$ cat src/rcsi_pkg.sv
// reset cause and state init package: register map, field positions, reset values
// assumes a 32-bit apb slave with one aligned word per register
package rcsi_pkg;
	// ----------------------------------------
	// register indices and byte addresses
	// ----------------------------------------
	localparam logic [11:0] RCSI_IDX_STATUS = 12'h003;
	localparam logic [11:0] RCSI_IDX_PWRCTL = 12'h08e;
	localparam logic [11:0] RCSI_IDX_IRQSTS = 12'h090;
	localparam logic [11:0] RCSI_IDX_IRQMSK = 12'h091;
	localparam logic [11:0] RCSI_ADDR_STATUS = 12'(RCSI_IDX_STATUS * 4);
	localparam logic [11:0] RCSI_ADDR_PWRCTL = 12'(RCSI_IDX_PWRCTL * 4);
	localparam logic [11:0] RCSI_ADDR_IRQSTS = 12'(RCSI_IDX_IRQSTS * 4);
	localparam logic [11:0] RCSI_ADDR_IRQMSK = 12'(RCSI_IDX_IRQMSK * 4);
	// ----------------------------------------
	// field positions
	// ----------------------------------------
	localparam int RCSI_ST_TIMEOUT = 4;
	localparam int RCSI_ST_PWRDN = 3;
	localparam int RCSI_PC_BROWN = 0;
	localparam int RCSI_PC_POR = 1;
	localparam int RCSI_PC_SPEED = 3;
	localparam int RCSI_EV_BROWN = 0;
	localparam int RCSI_EV_MCLEAR = 1;
	localparam int RCSI_EV_WDOG = 2;
	localparam int RCSI_EV_WDOGWAKE = 3;
	localparam int RCSI_EV_IRQWAKE = 4;
	localparam int RCSI_EV_W = 5;
	// ----------------------------------------
	// masks and reset values
	// ----------------------------------------
	localparam logic [7:0] RCSI_PWRCTL_MASK = 8'h0b;
	localparam logic [7:0] RCSI_STATUS_POR = 8'h18;
	localparam logic [2:0] RCSI_BANK_RST = 3'h0;
	localparam logic [2:0] RCSI_ALU_POR = 3'h0;
	localparam logic [4:0] RCSI_EV_RST = 5'h00;
	localparam int RCSI_PC_W = 13;
	localparam logic [RCSI_PC_W-1:0] RCSI_PC_RESET = 13'h0000;
	localparam logic [RCSI_PC_W-1:0] RCSI_PC_VECTOR = 13'h0004;
	localparam logic [RCSI_PC_W-1:0] RCSI_PC_STEP = 13'h0001;
	// ----------------------------------------
	// reset causes and states
	// ----------------------------------------
	typedef enum logic [3:0] {
		RCSI_CAUSE_NONE = 4'b0001,
		RCSI_CAUSE_BROWN = 4'b0010,
		RCSI_CAUSE_MCLEAR = 4'b0100,
		RCSI_CAUSE_WDOG = 4'b1000
	} rcsi_cause_t;
	typedef enum logic [1:0] {
		RCSI_ST_RUN = 2'b01,
		RCSI_ST_HOLD = 2'b10
	} rcsi_state_t;
endpackage

$ cat src/rcsi_top.sv
// reset cause recorder and special register initialiser with apb register access
// assumes reset sources and core status are synchronous to ref_clk; rst_n is power-on
`timescale 1ns/1ps
module rcsi_top
	import rcsi_pkg::*;
(
	input wire logic ref_clk,
	input wire logic rst_n,
	input wire logic psel,
	input wire logic penable,
	input wire logic pwrite,
	input wire logic [11:0] paddr,
	input wire logic [31:0] pwdata,
	input wire logic [3:0] pstrb,
	output logic [31:0] prdata,
	output logic pready,
	output logic pslverr,
	input wire logic brownoutDet,
	input wire logic masterClearPinN,
	input wire logic watchdogTimeout,
	input wire logic irqWake,
	input wire logic sleeping,
	input wire logic globalIrqEnable,
	input wire logic instrDone,
	input wire logic [12:0] pcCurrent,
	output logic coreRstN,
	output logic wakeResume,
	output logic pcLoad,
	output logic [12:0] pcValue,
	output logic oscSpeedSelect,
	output logic irqOut
);
	// ----------------------------------------
	// state
	// ----------------------------------------
	rcsi_state_t state_q;
	rcsi_cause_t cause_q;
	logic heldInSleep_q;
	logic timeOutFlag_q;
	logic powerDownFlag_q;
	logic powerOnFlag_q;
	logic brownoutFlag_q;
	logic oscSpeedSelect_q;
	logic [2:0] bankBits_q;
	logic [2:0] aluBits_q;
	logic vectorArm_q;
	logic wakeResume_q;
	logic pcLoad_q;
	logic [12:0] pcValue_q;
	wire logic [4:0] irqStatus_q;
	logic [4:0] irqMask_q;
	logic [31:0] prdata_q;
	logic pslverr_q;
	// ----------------------------------------
	// decode
	// ----------------------------------------
	logic resetReq;
	logic wdtWake;
	logic intWake;
	logic release_;
	logic setupPh;
	logic wrAcc;
	logic wrStatus;
	logic wrPwrCtl;
	logic wrIrqSts;
	logic wrIrqMsk;
	logic mapped;
	logic [4:0] events;
	rcsi_cause_t newCause;
	assign resetReq = brownoutDet | ~masterClearPinN | (watchdogTimeout & ~sleeping);
	assign wdtWake = (state_q == RCSI_ST_RUN) & sleeping & watchdogTimeout & ~resetReq;
	assign intWake = (state_q == RCSI_ST_RUN) & sleeping & irqWake & ~resetReq & ~wdtWake;
	assign release_ = (state_q == RCSI_ST_HOLD) & ~brownoutDet & masterClearPinN;
	assign setupPh = psel & ~penable;
	assign wrAcc = psel & penable & pwrite & pstrb[0];
	assign wrStatus = wrAcc & (paddr == RCSI_ADDR_STATUS);
	assign wrPwrCtl = wrAcc & (paddr == RCSI_ADDR_PWRCTL);
	assign wrIrqSts = wrAcc & (paddr == RCSI_ADDR_IRQSTS);
	assign wrIrqMsk = wrAcc & (paddr == RCSI_ADDR_IRQMSK);
	assign mapped = (paddr == RCSI_ADDR_STATUS) | (paddr == RCSI_ADDR_PWRCTL) |
		(paddr == RCSI_ADDR_IRQSTS) | (paddr == RCSI_ADDR_IRQMSK);
	// one cause, brown-out before master clear before watchdog
	always_comb begin
		if (brownoutDet) begin
			newCause = RCSI_CAUSE_BROWN;
		end else if (!masterClearPinN) begin
			newCause = RCSI_CAUSE_MCLEAR;
		end else if (watchdogTimeout) begin
			newCause = RCSI_CAUSE_WDOG;
		end else begin
			newCause = RCSI_CAUSE_NONE;
		end
	end
	// ----------------------------------------
	// reset sequencing
	// ----------------------------------------
	always_ff @(posedge ref_clk) begin
		if (!rst_n) begin
			state_q <= RCSI_ST_RUN;
			cause_q <= RCSI_CAUSE_NONE;
			heldInSleep_q <= 1'b0;
		end else begin
			case (state_q)
				RCSI_ST_RUN: begin
					if (resetReq) begin
						state_q <= RCSI_ST_HOLD;
						cause_q <= newCause;
						heldInSleep_q <= sleeping;
					end
				end
				RCSI_ST_HOLD: begin
					// brown-out during hold takes over the cause
					if (brownoutDet) begin
						cause_q <= RCSI_CAUSE_BROWN;
					end
					if (release_) begin
						state_q <= RCSI_ST_RUN;
					end
				end
				default: begin
					state_q <= RCSI_ST_RUN;
				end
			endcase
		end
	end
	// ----------------------------------------
	// status flags
	// ----------------------------------------
	always_ff @(posedge ref_clk) begin
		if (!rst_n) begin
			timeOutFlag_q <= 1'b1;
			powerDownFlag_q <= 1'b1;
			bankBits_q <= RCSI_BANK_RST;
			aluBits_q <= RCSI_ALU_POR;
		end else if (release_) begin
			bankBits_q <= RCSI_BANK_RST;
			case (cause_q)
				RCSI_CAUSE_BROWN: begin
					timeOutFlag_q <= 1'b1;
					powerDownFlag_q <= 1'b1;
				end
				RCSI_CAUSE_MCLEAR: begin
					if (heldInSleep_q) begin
						timeOutFlag_q <= 1'b1;
						powerDownFlag_q <= 1'b0;
					end
				end
				RCSI_CAUSE_WDOG: begin
					timeOutFlag_q <= 1'b0;
				end
				default: begin
					timeOutFlag_q <= timeOutFlag_q;
				end
			endcase
		end else if (wdtWake) begin
			timeOutFlag_q <= 1'b0;
			powerDownFlag_q <= 1'b0;
		end else if (intWake) begin
			timeOutFlag_q <= 1'b1;
			powerDownFlag_q <= 1'b0;
		end else if (wrStatus) begin
			bankBits_q <= pwdata[7:5];
			aluBits_q <= pwdata[2:0];
		end
	end
	// ----------------------------------------
	// power control flags
	// ----------------------------------------
	always_ff @(posedge ref_clk) begin
		if (!rst_n) begin
			powerOnFlag_q <= 1'b0;
			brownoutFlag_q <= 1'b0;
			oscSpeedSelect_q <= 1'b1;
		end else if (release_) begin
			oscSpeedSelect_q <= 1'b1;
			if (cause_q == RCSI_CAUSE_BROWN) begin
				brownoutFlag_q <= 1'b0;
			end
		end else if (wrPwrCtl) begin
			powerOnFlag_q <= pwdata[RCSI_PC_POR];
			brownoutFlag_q <= pwdata[RCSI_PC_BROWN];
			oscSpeedSelect_q <= pwdata[RCSI_PC_SPEED];
		end
	end
	// ----------------------------------------
	// program counter control
	// ----------------------------------------
	always_ff @(posedge ref_clk) begin
		if (!rst_n) begin
			pcLoad_q <= 1'b1;
			pcValue_q <= RCSI_PC_RESET;
			wakeResume_q <= 1'b0;
			vectorArm_q <= 1'b0;
		end else begin
			pcLoad_q <= 1'b0;
			wakeResume_q <= 1'b0;
			if (resetReq || state_q == RCSI_ST_HOLD) begin
				vectorArm_q <= 1'b0;
			end
			if (release_) begin
				pcLoad_q <= 1'b1;
				pcValue_q <= RCSI_PC_RESET;
			end else if (wdtWake || intWake) begin
				pcLoad_q <= 1'b1;
				pcValue_q <= 13'(pcCurrent + RCSI_PC_STEP);
				wakeResume_q <= 1'b1;
				vectorArm_q <= intWake & globalIrqEnable;
			end else if (vectorArm_q && instrDone) begin
				pcLoad_q <= 1'b1;
				pcValue_q <= RCSI_PC_VECTOR;
				vectorArm_q <= 1'b0;
			end
		end
	end
	// ----------------------------------------
	// event interrupts
	// ----------------------------------------
	always_comb begin
		events = RCSI_EV_RST;
		events[RCSI_EV_BROWN] = release_ & (cause_q == RCSI_CAUSE_BROWN);
		events[RCSI_EV_MCLEAR] = release_ & (cause_q == RCSI_CAUSE_MCLEAR);
		events[RCSI_EV_WDOG] = release_ & (cause_q == RCSI_CAUSE_WDOG);
		events[RCSI_EV_WDOGWAKE] = wdtWake;
		events[RCSI_EV_IRQWAKE] = intWake;
	end
	// one sticky bit per event
	for (genvar i = 0; i < RCSI_EV_W; i++) begin : g_sticky
		rcsi_sticky_bit #(
			.RESET_VAL(RCSI_EV_RST[i])
		) u_rcsi_sticky_bit (
			.ref_clk(ref_clk),
			.rst_n(rst_n),
			.setEv(events[i]),
			.clrReq(wrIrqSts & pwdata[i]),
			.bitOut(irqStatus_q[i])
		);
	end
	always_ff @(posedge ref_clk) begin
		if (!rst_n) begin
			irqMask_q <= RCSI_EV_RST;
		end else if (wrIrqMsk) begin
			irqMask_q <= pwdata[4:0];
		end
	end
	// ----------------------------------------
	// apb read path
	// ----------------------------------------
	always_ff @(posedge ref_clk) begin
		if (!rst_n) begin
			prdata_q <= 32'h00000000;
			pslverr_q <= 1'b0;
		end else if (setupPh) begin
			pslverr_q <= ~mapped;
			case (paddr)
				RCSI_ADDR_STATUS: begin
					prdata_q <= {24'h000000, bankBits_q, timeOutFlag_q, powerDownFlag_q, aluBits_q};
				end
				RCSI_ADDR_PWRCTL: begin
					// unimplemented bits stay zero
					prdata_q <= {24'h000000, 4'h0, oscSpeedSelect_q, 1'b0, powerOnFlag_q,
						brownoutFlag_q} & {24'h000000, RCSI_PWRCTL_MASK};
				end
				RCSI_ADDR_IRQSTS: begin
					prdata_q <= {27'h0000000, irqStatus_q};
				end
				RCSI_ADDR_IRQMSK: begin
					prdata_q <= {27'h0000000, irqMask_q};
				end
				default: begin
					prdata_q <= 32'h00000000;
				end
			endcase
		end
	end
	// ----------------------------------------
	// outputs
	// ----------------------------------------
	assign pready = psel & penable;
	assign prdata = prdata_q;
	assign pslverr = psel & penable & pslverr_q;
	assign coreRstN = rst_n & (state_q == RCSI_ST_RUN);
	assign wakeResume = wakeResume_q;
	assign pcLoad = pcLoad_q;
	assign pcValue = pcValue_q;
	assign oscSpeedSelect = oscSpeedSelect_q;
	assign irqOut = |(irqStatus_q & irqMask_q);
endmodule

// ----------------------------------------
// sticky event bit, set wins over clear
// ----------------------------------------
module rcsi_sticky_bit
#(
	parameter logic RESET_VAL = 1'b0
)
(
	input wire logic ref_clk,
	input wire logic rst_n,
	input wire logic setEv,
	input wire logic clrReq,
	output logic bitOut
);
	// ----------------------------------------
	// state
	// ----------------------------------------
	logic bit_q;
	logic bit_d;
	// ----------------------------------------
	// next value and register
	// ----------------------------------------
	always_comb begin
		// a clear in the cycle of a new event must not lose it
		bit_d = bit_q & ~clrReq;
		if (setEv) begin
			bit_d = 1'b1;
		end
	end
	always_ff @(posedge ref_clk) begin
		if (!rst_n) begin
			bit_q <= RESET_VAL;
		end else begin
			bit_q <= bit_d;
		end
	end
	// ----------------------------------------
	// outputs
	// ----------------------------------------
	assign bitOut = bit_q;
endmodule

$ cat config.mk
export PLATFORM = sky130hd
export DESIGN_NAME = rcsi_top
export DESIGN_NICKNAME = d
export VERILOG_FILES = /design/src/rcsi_pkg.sv /design/src/rcsi_top.sv
export SDC_FILE = /design/constraint.sdc
export NUM_CORES = 1
export LEC_CHECK = 0
export ABC_AREA = 1
export BUFFER_PORTS_ARGS = -buffer_cell sky130_fd_sc_hd__buf_4
export CAP_MARGIN = 15
export CORE_ASPECT_RATIO = 2
export CORE_MARGIN = 4
export CORE_UTILIZATION = 52
export CTS_CLUSTER_SIZE = 24
export DETAILED_ROUTE_END_ITERATION = 10
export PLACE_DENSITY = 0.88
export SLEW_MARGIN = 5
export SYNTH_ARGS = -nofsm -noshare
export SYNTH_HDL_FRONTEND = slang
export SYNTH_SLANG_ARGS = --single-unit
export TNS_END_PERCENT = 50
$ cat constraint.sdc
create_clock -name ref_clk -period 2.3 [get_ports ref_clk]
set_clock_uncertainty 0.2 [all_clocks]
set_input_delay 0.345 -clock ref_clk [delete_from_list [all_inputs] [get_ports ref_clk]]
set_output_delay 0.345 -clock ref_clk [all_outputs]
set_load 0.02 [all_outputs]
After elaboration in Yosys (flattened, before gate mapping)
Cells that the tools add are included.
{"block": "totals", "ff_bits": 77}
{"block": "op_classes", "n_bitwise": 54, "mux": 36, "eq_ne": 16, "n_reduce_logical": 19, "n_addsub": 1}
{"op": "== test 12 x 10 -> 1 bit, second input constant", "n": 3}
{"op": "bitwise AND 1 bit", "n": 33}
{"op": "case mux 8 bit (4 select lines)", "n": 1}
{"op": "2-to-1 mux 13 bit", "n": 2}
{"op": "2-to-1 mux 1 bit", "n": 22}
{"op": "2-to-1 mux 4 bit", "n": 5}
{"op": "inverter 1 bit", "n": 15}
{"op": "adder 13 x 1 -> 13 bit, second input constant", "n": 1}
{"op": "== test 12 x 4 -> 1 bit, second input constant", "n": 1}
{"op": "AND reduction 3 bit", "n": 4}
{"op": "case mux 4 bit (2 select lines)", "n": 1}
{"op": "AND reduction 2 bit", "n": 4}
{"op": "inequality test 2 bit, second input constant", "n": 3}
{"op": "nonzero test 2 bit", "n": 3}
{"op": "bitwise AND 5 bit", "n": 1}
{"op": "bitwise OR 1 bit", "n": 5}
{"op": "OR reduction 5 bit", "n": 1}
{"op": "== test 4 x 2 -> 1 bit, second input constant", "n": 1}
{"op": "== test 4 x 3 -> 1 bit, second input constant", "n": 1}
{"op": "== test 4 bit, second input constant", "n": 1}
{"op": "2-to-1 mux 2 bit", "n": 2}
{"op": "inequality test 4 x 1 -> 1 bit, second input constant", "n": 1}
{"op": "case mux 2 bit (2 select lines)", "n": 1}
{"op": "AND reduction 4 bit", "n": 1}
{"op": "12 further kinds", "n": 13}

Logic depth before layout (Yosys ltp)
{"block": "logic_depth", "ltp_word": 10, "depth_mapped": 9}

Cells and area by module
Synthesis repeated with hierarchy kept, for this count alone.
{"block": "hier_totals", "hier_cells": 443, "area_unflattened_um2": 3095.5}
{"module": "rcsi_top", "n_inst": 1, "cells_each": 413, "area_per_inst_um2": 2876.5, "seq_area_each_um2": 960.9}
{"module": "rcsi_sticky_bit", "n_inst": 5, "cells_each": 6, "area_per_inst_um2": 43.8, "seq_area_each_um2": 20.0}

Least setup slack after synthesis
No wires, ideal clock.
{"block": "synth_timing", "path_type": "input-to-reg", "startpoint": "in psel", "endpoint": "reg aluBits_q[0]", "required_ps": 1987, "cell_stages": 9, "slack_ps": 747, "path_buffers": 0, "setup_ps": 113, "arrival_ps": 1241, "cell_sequence": "nand2_1 > inv_1 > nand3_1 > inv_1 > nand2_2 > nor2_4 > nand2_1 > nand2_1 > nor2_1"}
{"block": "synth_via", "elab_chain_len": 5}
{"item": "start, declared", "line": "rcsi_top.sv:9", "rtl": "input wire logic psel,"}
{"item": "bitwise AND 1 bit"}
{"item": "net pready", "line": "rcsi_top.sv:16", "rtl": "output logic pready,"}
{"item": "bitwise AND 1 bit (2 in a row)", "line": "rcsi_top.sv:75", "rtl": "assign wrAcc = psel & penable & pwrite & pstrb[0];"}
{"item": "bitwise AND 1 bit", "line": "rcsi_top.sv:76", "rtl": "assign wrStatus = wrAcc & (paddr == RCSI_ADDR_STATUS);"}
{"item": "AND reduction 4 bit (no source line)"}
{"item": "end signal, assigned", "line": "rcsi_top.sv:163", "rtl": "aluBits_q <= pwdata[2:0];"}
{"item": "end, declared", "line": "rcsi_top.sv:45", "rtl": "logic [2:0] aluBits_q;"}
The timed path passes the listed nets, and every way through them passes these cells.
A chain may end at the register's enable or synchronous reset.

Final worst setup path
{"block": "layout_timing", "startpoint": "reg state_q[1]", "endpoint": "reg pcValue_q[0], in the netlist pcValue[0]"}
{"block": "layout_via", "elab_chain_len": 8, "word_cells_on_any_way": 15}
{"item": "start, declared", "line": "rcsi_top.sv:36", "rtl": "rcsi_state_t state_q;"}
{"item": "start signal, assigned", "line": "rcsi_top.sv:99", "rtl": "state_q <= RCSI_ST_RUN;"}
{"item": "start signal, assigned", "line": "rcsi_top.sv:106", "rtl": "state_q <= RCSI_ST_HOLD;"}
{"item": "start signal, assigned", "line": "rcsi_top.sv:117", "rtl": "state_q <= RCSI_ST_RUN;"}
{"item": "== test 2 x 1 -> 1 bit", "line": "rcsi_top.sv:71, rcsi_top.sv:72"}
{"item": "bitwise AND 1 bit", "line": "rcsi_top.sv:71, rcsi_top.sv:72"}
{"item": "bitwise AND 1 bit (2 in a row)", "line": "rcsi_top.sv:71", "rtl": "assign wdtWake = (state_q == RCSI_ST_RUN) & sleeping & watchdogTimeout & ~resetReq;"}
{"item": "inverter 1 bit (no source line)"}
{"item": "bitwise AND 1 bit", "line": "rcsi_top.sv:72", "rtl": "assign intWake = (state_q == RCSI_ST_RUN) & sleeping & irqWake & ~resetReq & ~wdtWake;"}
{"item": "logical OR 1 bit", "line": "rcsi_top.sv:203", "rtl": "end else if (wdtWake || intWake) begin"}
{"item": "2-to-1 mux 13 bit or nonzero test 2 bit (tied branches)"}
{"item": "end signal, assigned", "line": "rcsi_top.sv:205", "rtl": "pcValue_q <= 13'(pcCurrent + RCSI_PC_STEP);"}
{"item": "end, declared", "line": "rcsi_top.sv:49", "rtl": "logic [12:0] pcValue_q;"}
Several ways; a longest one is shown, not always the timed one.

==> impl_results.html <==
<table>
<tr><th>Metric</th><th>Value</th></tr>
<tr><th colspan="2">Critical path</th></tr>
<tr><td>Critical path cell sequence</td><td>inv_1 -&gt; nand2_1 -&gt; nor2_2 -&gt; o211ai_2 -&gt; nand2_1 -&gt; nor2_1 -&gt; nand2_1 -&gt; o21ai_0</td></tr>
<tr><td>Worst path top cell family by delay</td><td>simple AND/OR/NAND/NOR gates</td></tr>
<tr><td>Arr. time, crit path</td><td>1.94 ns</td></tr>
<tr><td>Worst setup EP type</td><td>register</td></tr>
<tr><td>Bufs and invs on worst path</td><td>1</td></tr>
<tr><td>Critical Path Most Common Cell</td><td>sky130_fd_sc_hd__nand2_1</td></tr>
<tr><td>Reg2reg path depth</td><td>8</td></tr>
<tr><td>Crit-path max cell delay</td><td>0.65 ns</td></tr>
<tr><td>Required arrival time at the worst endpoint</td><td>2.34 ns</td></tr>
<tr><td>Slowest stage cell, crit path</td><td>sky130_fd_sc_hd__nor2_1</td></tr>
<tr><td>Kind of critical path</td><td>reg -&gt; reg</td></tr>
<tr><td>Critical path startpoint category</td><td>register</td></tr>
<tr><td>Highest net fanout along the worst path</td><td>12</td></tr>
<tr><td>Crit. path cell count</td><td>8</td></tr>
<tr><th colspan="2">Place</th></tr>
<tr><td>Placed insts</td><td>556</td></tr>
<tr><td>Weighted congestion reported at the end of routability-driven placement</td><td>0.9127</td></tr>
<tr><td>Count of input and output buffers</td><td>73</td></tr>
<tr><td>Half-perimeter wire length after placement</td><td>6389 um</td></tr>
<tr><th colspan="2">Cells and area</th></tr>
<tr><td>Ant diodes</td><td>0</td></tr>
<tr><td>Share of post-route cells with drive strength above 1</td><td>0.2103</td></tr>
<tr><td>Area growth from synthesis to layout</td><td>20.21%</td></tr>
<tr><td>Final Core Density</td><td>0.6454</td></tr>
<tr><td>Number of nets in the layout</td><td>577</td></tr>
<tr><td>Number of cells in the finished layout apart from fillers</td><td>564</td></tr>
<tr><td>Commonest cells after routing, fill and taps aside</td><td>sky130_fd_sc_hd__nand2_1, sky130_fd_sc_hd__buf_4, sky130_fd_sc_hd__inv_1</td></tr>
<tr><td>Leading cell type in the layout, fill and taps excluded</td><td>sky130_fd_sc_hd__nand2_1</td></tr>
<tr><th colspan="2">CTS</th></tr>
<tr><td>Number of setup buffers added after CTS</td><td>0</td></tr>
<tr><td>CTS hold repair buffers</td><td>0</td></tr>
<tr><td>Clock root buffer</td><td>sky130_fd_sc_hd__clkbuf_8</td></tr>
<tr><td>Buffers from clock root to sink, at most</td><td>2</td></tr>
<tr><td>Clock transition at the registers of the reported paths</td><td>0.09 ns</td></tr>
<tr><td>CTS tree</td><td>yes</td></tr>
<tr><td>Number of H-tree branching levels</td><td>2</td></tr>
<tr><td>Sink Count</td><td>53</td></tr>
<tr><td>Clock insertion delay at the later pin of the skew report</td><td>0.31 ns</td></tr>
<tr><td>TritonCTS buffer count</td><td>5</td></tr>
<tr><td>Count of instances resized after the clock tree is built</td><td>0</td></tr>
<tr><th colspan="2">Hold path</th></tr>
<tr><td>Worst hold path cell count</td><td>2</td></tr>
<tr><td>Class of the tightest hold or removal check</td><td>in -&gt; reg</td></tr>
<tr><th colspan="2">Timing</th></tr>
<tr><td>Min Tclk post-route</td><td>1.894 ns</td></tr>
<tr><td>Final setup violating endpoints</td><td>0</td></tr>
<tr><td>Fraction of the cycle the final worst path needs</td><td>0.8236</td></tr>
<tr><td>Count of final hold-check violations</td><td>0</td></tr>
<tr><td>Final sum of negative setup slack</td><td>0 ns</td></tr>
<tr><td>Final worst hold slack</td><td>0.03816 ns</td></tr>
<tr><td>FMAX</td><td>527.9 MHz</td></tr>
<tr><td>Number of slew-limit violations in the final report</td><td>0</td></tr>
<tr><td>Relative slew slack</td><td>0.4493</td></tr>
<tr><td>Worst slew pin tran</td><td>0.8231 ns</td></tr>
<tr><td>Setup repair after global routing missed its margin</td><td>no</td></tr>
<tr><th colspan="2">Synth</th></tr>
<tr><td>Portion of the post-synthesis area used by sequential elements</td><td>0.3646</td></tr>
<tr><td>Yosys warns</td><td>0</td></tr>
<tr><td>Count of distinct cell types in the synthesized netlist</td><td>37</td></tr>
<tr><td>Netlist area before placement</td><td>0.002910 mm^2</td></tr>
<tr><td>Gate Count Post-Synth</td><td>429</td></tr>
<tr><td>Count of state elements after synthesis</td><td>53</td></tr>
<tr><td>Avg Synthesized Cell Area</td><td>6.784 um^2</td></tr>
<tr><th colspan="2">GRT</th></tr>
<tr><td>Global routing usage summed across all routing layers</td><td>0.2330</td></tr>
<tr><td>Total congestion overflow</td><td>0</td></tr>
<tr><td>Met3 demand-to-capacity share in global routing</td><td>0.03511</td></tr>
<tr><td>Met1 routing resource usage after global routing</td><td>0.2142</td></tr>
<tr><td>Vias in the first global route</td><td>2887</td></tr>
<tr><td>Global-route wire length before repair</td><td>12300 um</td></tr>
<tr><td>Pin count of the biggest net entering global routing</td><td>20</td></tr>
<tr><td>Number of antenna violations at the first check in global routing</td><td>0</td></tr>
<tr><td>Most utilized layer in the global route result</td><td>met2</td></tr>
<tr><td>Met2 demand-to-capacity share in global routing</td><td>0.4396</td></tr>
<tr><th colspan="2">Floorplanning</th></tr>
<tr><td>Starting density of the core</td><td>0.5369</td></tr>
<tr><td>Die W</td><td>60.90 um</td></tr>
<tr><td>Floorplan die height</td><td>113.8 um</td></tr>
<tr><td>Number of rows in the core area</td><td>38</td></tr>
<tr><td>Std-Cell Core Area</td><td>0.005420 mm^2</td></tr>
<tr><td>I/O pin count</td><td>125</td></tr>
<tr><td>Die footprint</td><td>0.006930 mm^2</td></tr>
<tr><th colspan="2">Route</th></tr>
<tr><td>Antenna-violating nets left</td><td>0</td></tr>
<tr><td># DRC</td><td>0</td></tr>
<tr><td>Detailed Route WL</td><td>7777 um</td></tr>
<tr><td>1st-iter DRT viols</td><td>129</td></tr>
<tr><td>Vias per inst</td><td>5.273</td></tr>
<tr><td>Average wire per standard cell</td><td>13.79 um</td></tr>
<tr><td>Pre-Repair DR Iteration Count</td><td>4</td></tr>
<tr><td>Routed vias</td><td>2974</td></tr>
<tr><th colspan="2">Power and ir drop</th></tr>
<tr><td>Peak ir drop on the vdd network</td><td>0.4702 mV</td></tr>
<tr><td>Sum of internal, switching and leakage power</td><td>0.001787 W</td></tr>
<tr><td>Pwr per Cell Area</td><td>510.8 mW/mm^2</td></tr>
<tr><td>Reported leakage power</td><td>1.672 nW</td></tr>
<tr><th colspan="2">Flow run</th></tr>
<tr><td>Maximum Capacitance Violations</td><td>0</td></tr>
<tr><th colspan="2">Outcome</th></tr>
<tr><td>Outcome</td><td>finished clean</td></tr>
</table>
stage by stage:
stage | area, um^2 | setup slack, ns
global route | 3498 | 0.2175
finish | 3498 | 0.4057
detailed placement | 3416 | 0.2317
floorplan | 2997 | 0.7467
global placement | 3416 | 0.2731
CTS | 3498 | 0.3933
report_power, final:
| part | switching (W) | leakage, nW | internal (W) |
|---|---|---|---|
| combinational | 0.000204 | 1.20 | 0.000114 |
| clock | 0.000299 | 0.0450 | 0.000212 |
| sequential | 0.0000151 | 0.430 | 0.000944 |
worst paths after layout:
kind,start,to,slack [ns]
min,pcCurrent[0],pcValue[0],0.04
max,state_q[1],pcValue[0],0.41
max reg2reg,state_q[1],pcValue[0],0.41
min reg2reg,pcValue[1],pcValue[1],0.25
sequential cells by signal (all words and copies together) (netlist names):
name and flops:
pslverr_q 1, aluBits_q 3, heldInSleep_q 1, state_q 2
prdata 8, irqMask_q 5, powerOnFlag_q 1, brownoutFlag_q 1
pcValue 13, wakeResume 1, timeOutFlag_q 1, oscSpeedSelect 1
bankBits_q 3, pcLoad 1, cause_q 4, powerDownFlag_q 1
g_sticky.u_rcsi_sticky_bit.bitOut 5, vectorArm_q 1
cells in the mapped netlist:
cell,count,share of area
sky130_fd_sc_hd__nand2_1,91,0.12
sky130_fd_sc_hd__inv_1,54,0.070
sky130_fd_sc_hd__dfxtp_1,53,0.36
sky130_fd_sc_hd__nand3_1,49,0.084
sky130_fd_sc_hd__nor2_1,39,0.050
sky130_fd_sc_hd__a21oi_1,26,0.045
sky130_fd_sc_hd__o21ai_0,26,0.045
sky130_fd_sc_hd__buf_4,25,0.064
sky130_fd_sc_hd__nand4_1,8,0.017
sky130_fd_sc_hd__nor2_2,7,0.015
sky130_fd_sc_hd__nor3_1,7,0.012
sky130_fd_sc_hd__o21ai_1,6,0.010
sky130_fd_sc_hd__clkbuf_1,4,0.0052
sky130_fd_sc_hd__nand2_2,4,0.0086
sky130_fd_sc_hd__xor2_1,4,0.012
sky130_fd_sc_hd__nor2_4,3,0.012
sky130_fd_sc_hd__inv_2,2,0.0026
sky130_fd_sc_hd__nand3_2,2,0.0069
sky130_fd_sc_hd__a211oi_1,1,0.0026
sky130_fd_sc_hd__a21oi_2,1,0.0030
sky130_fd_sc_hd__a221oi_1,1,0.0030
sky130_fd_sc_hd__a31o_2,1,0.0030
sky130_fd_sc_hd__a31oi_1,1,0.0022
sky130_fd_sc_hd__and3_1,1,0.0022
sky130_fd_sc_hd__buf_2,1,0.0017
sky130_fd_sc_hd__buf_6,1,0.0039
sky130_fd_sc_hd__conb_1,1,0.0013
sky130_fd_sc_hd__ha_1,1,0.0043
sky130_fd_sc_hd__nand2_4,1,0.0039
sky130_fd_sc_hd__nand3b_1,1,0.0026
sky130_fd_sc_hd__nor3_4,1,0.0056
sky130_fd_sc_hd__nor3b_2,1,0.0043
sky130_fd_sc_hd__o211ai_1,1,0.0026
sky130_fd_sc_hd__o211ai_2,1,0.0043
sky130_fd_sc_hd__o21bai_1,1,0.0026
sky130_fd_sc_hd__o31ai_1,1,0.0026
sky130_fd_sc_hd__xnor2_1,1,0.0030
cell families after synthesis:
| family | Yosys count | share of synthesized area |
|---|---|---|
| and+or+nand+nor | 215 | 0.3418 |
| buffers and inverters | 87 | 0.1475 |
| AOI/OAI and AO/OA | 67 | 0.1255 |
| DFF | 53 | 0.3646 |
| xor gates and xnor gates | 5 | 0.01505 |
| adders and majority gates | 1 | 0.004299 |
| other | 1 | 0.001289 |
routing by layer:
| layer | wire length (um) | share of wire |
|---|---|---|
| met1 | 2516 | 0.32 |
| met2 | 4320 | 0.56 |
| met3 | 492 | 0.063 |
| met4 | 448 | 0.058 |
| met5 | 0 | 0 |
cell type report:
class | count | area (um^2)
fill | 513 | 1922
multi-input combinational | 312 | 1506
sequential | 53 | 1061
timing repair buffer | 75 | 563.0
inverter | 56 | 210.2
tap | 60 | 75.07
clock buffer | 6 | 72.57
clock inverter | 2 | 10.01
No activity file was read; power rests on OpenSTA's default activity.
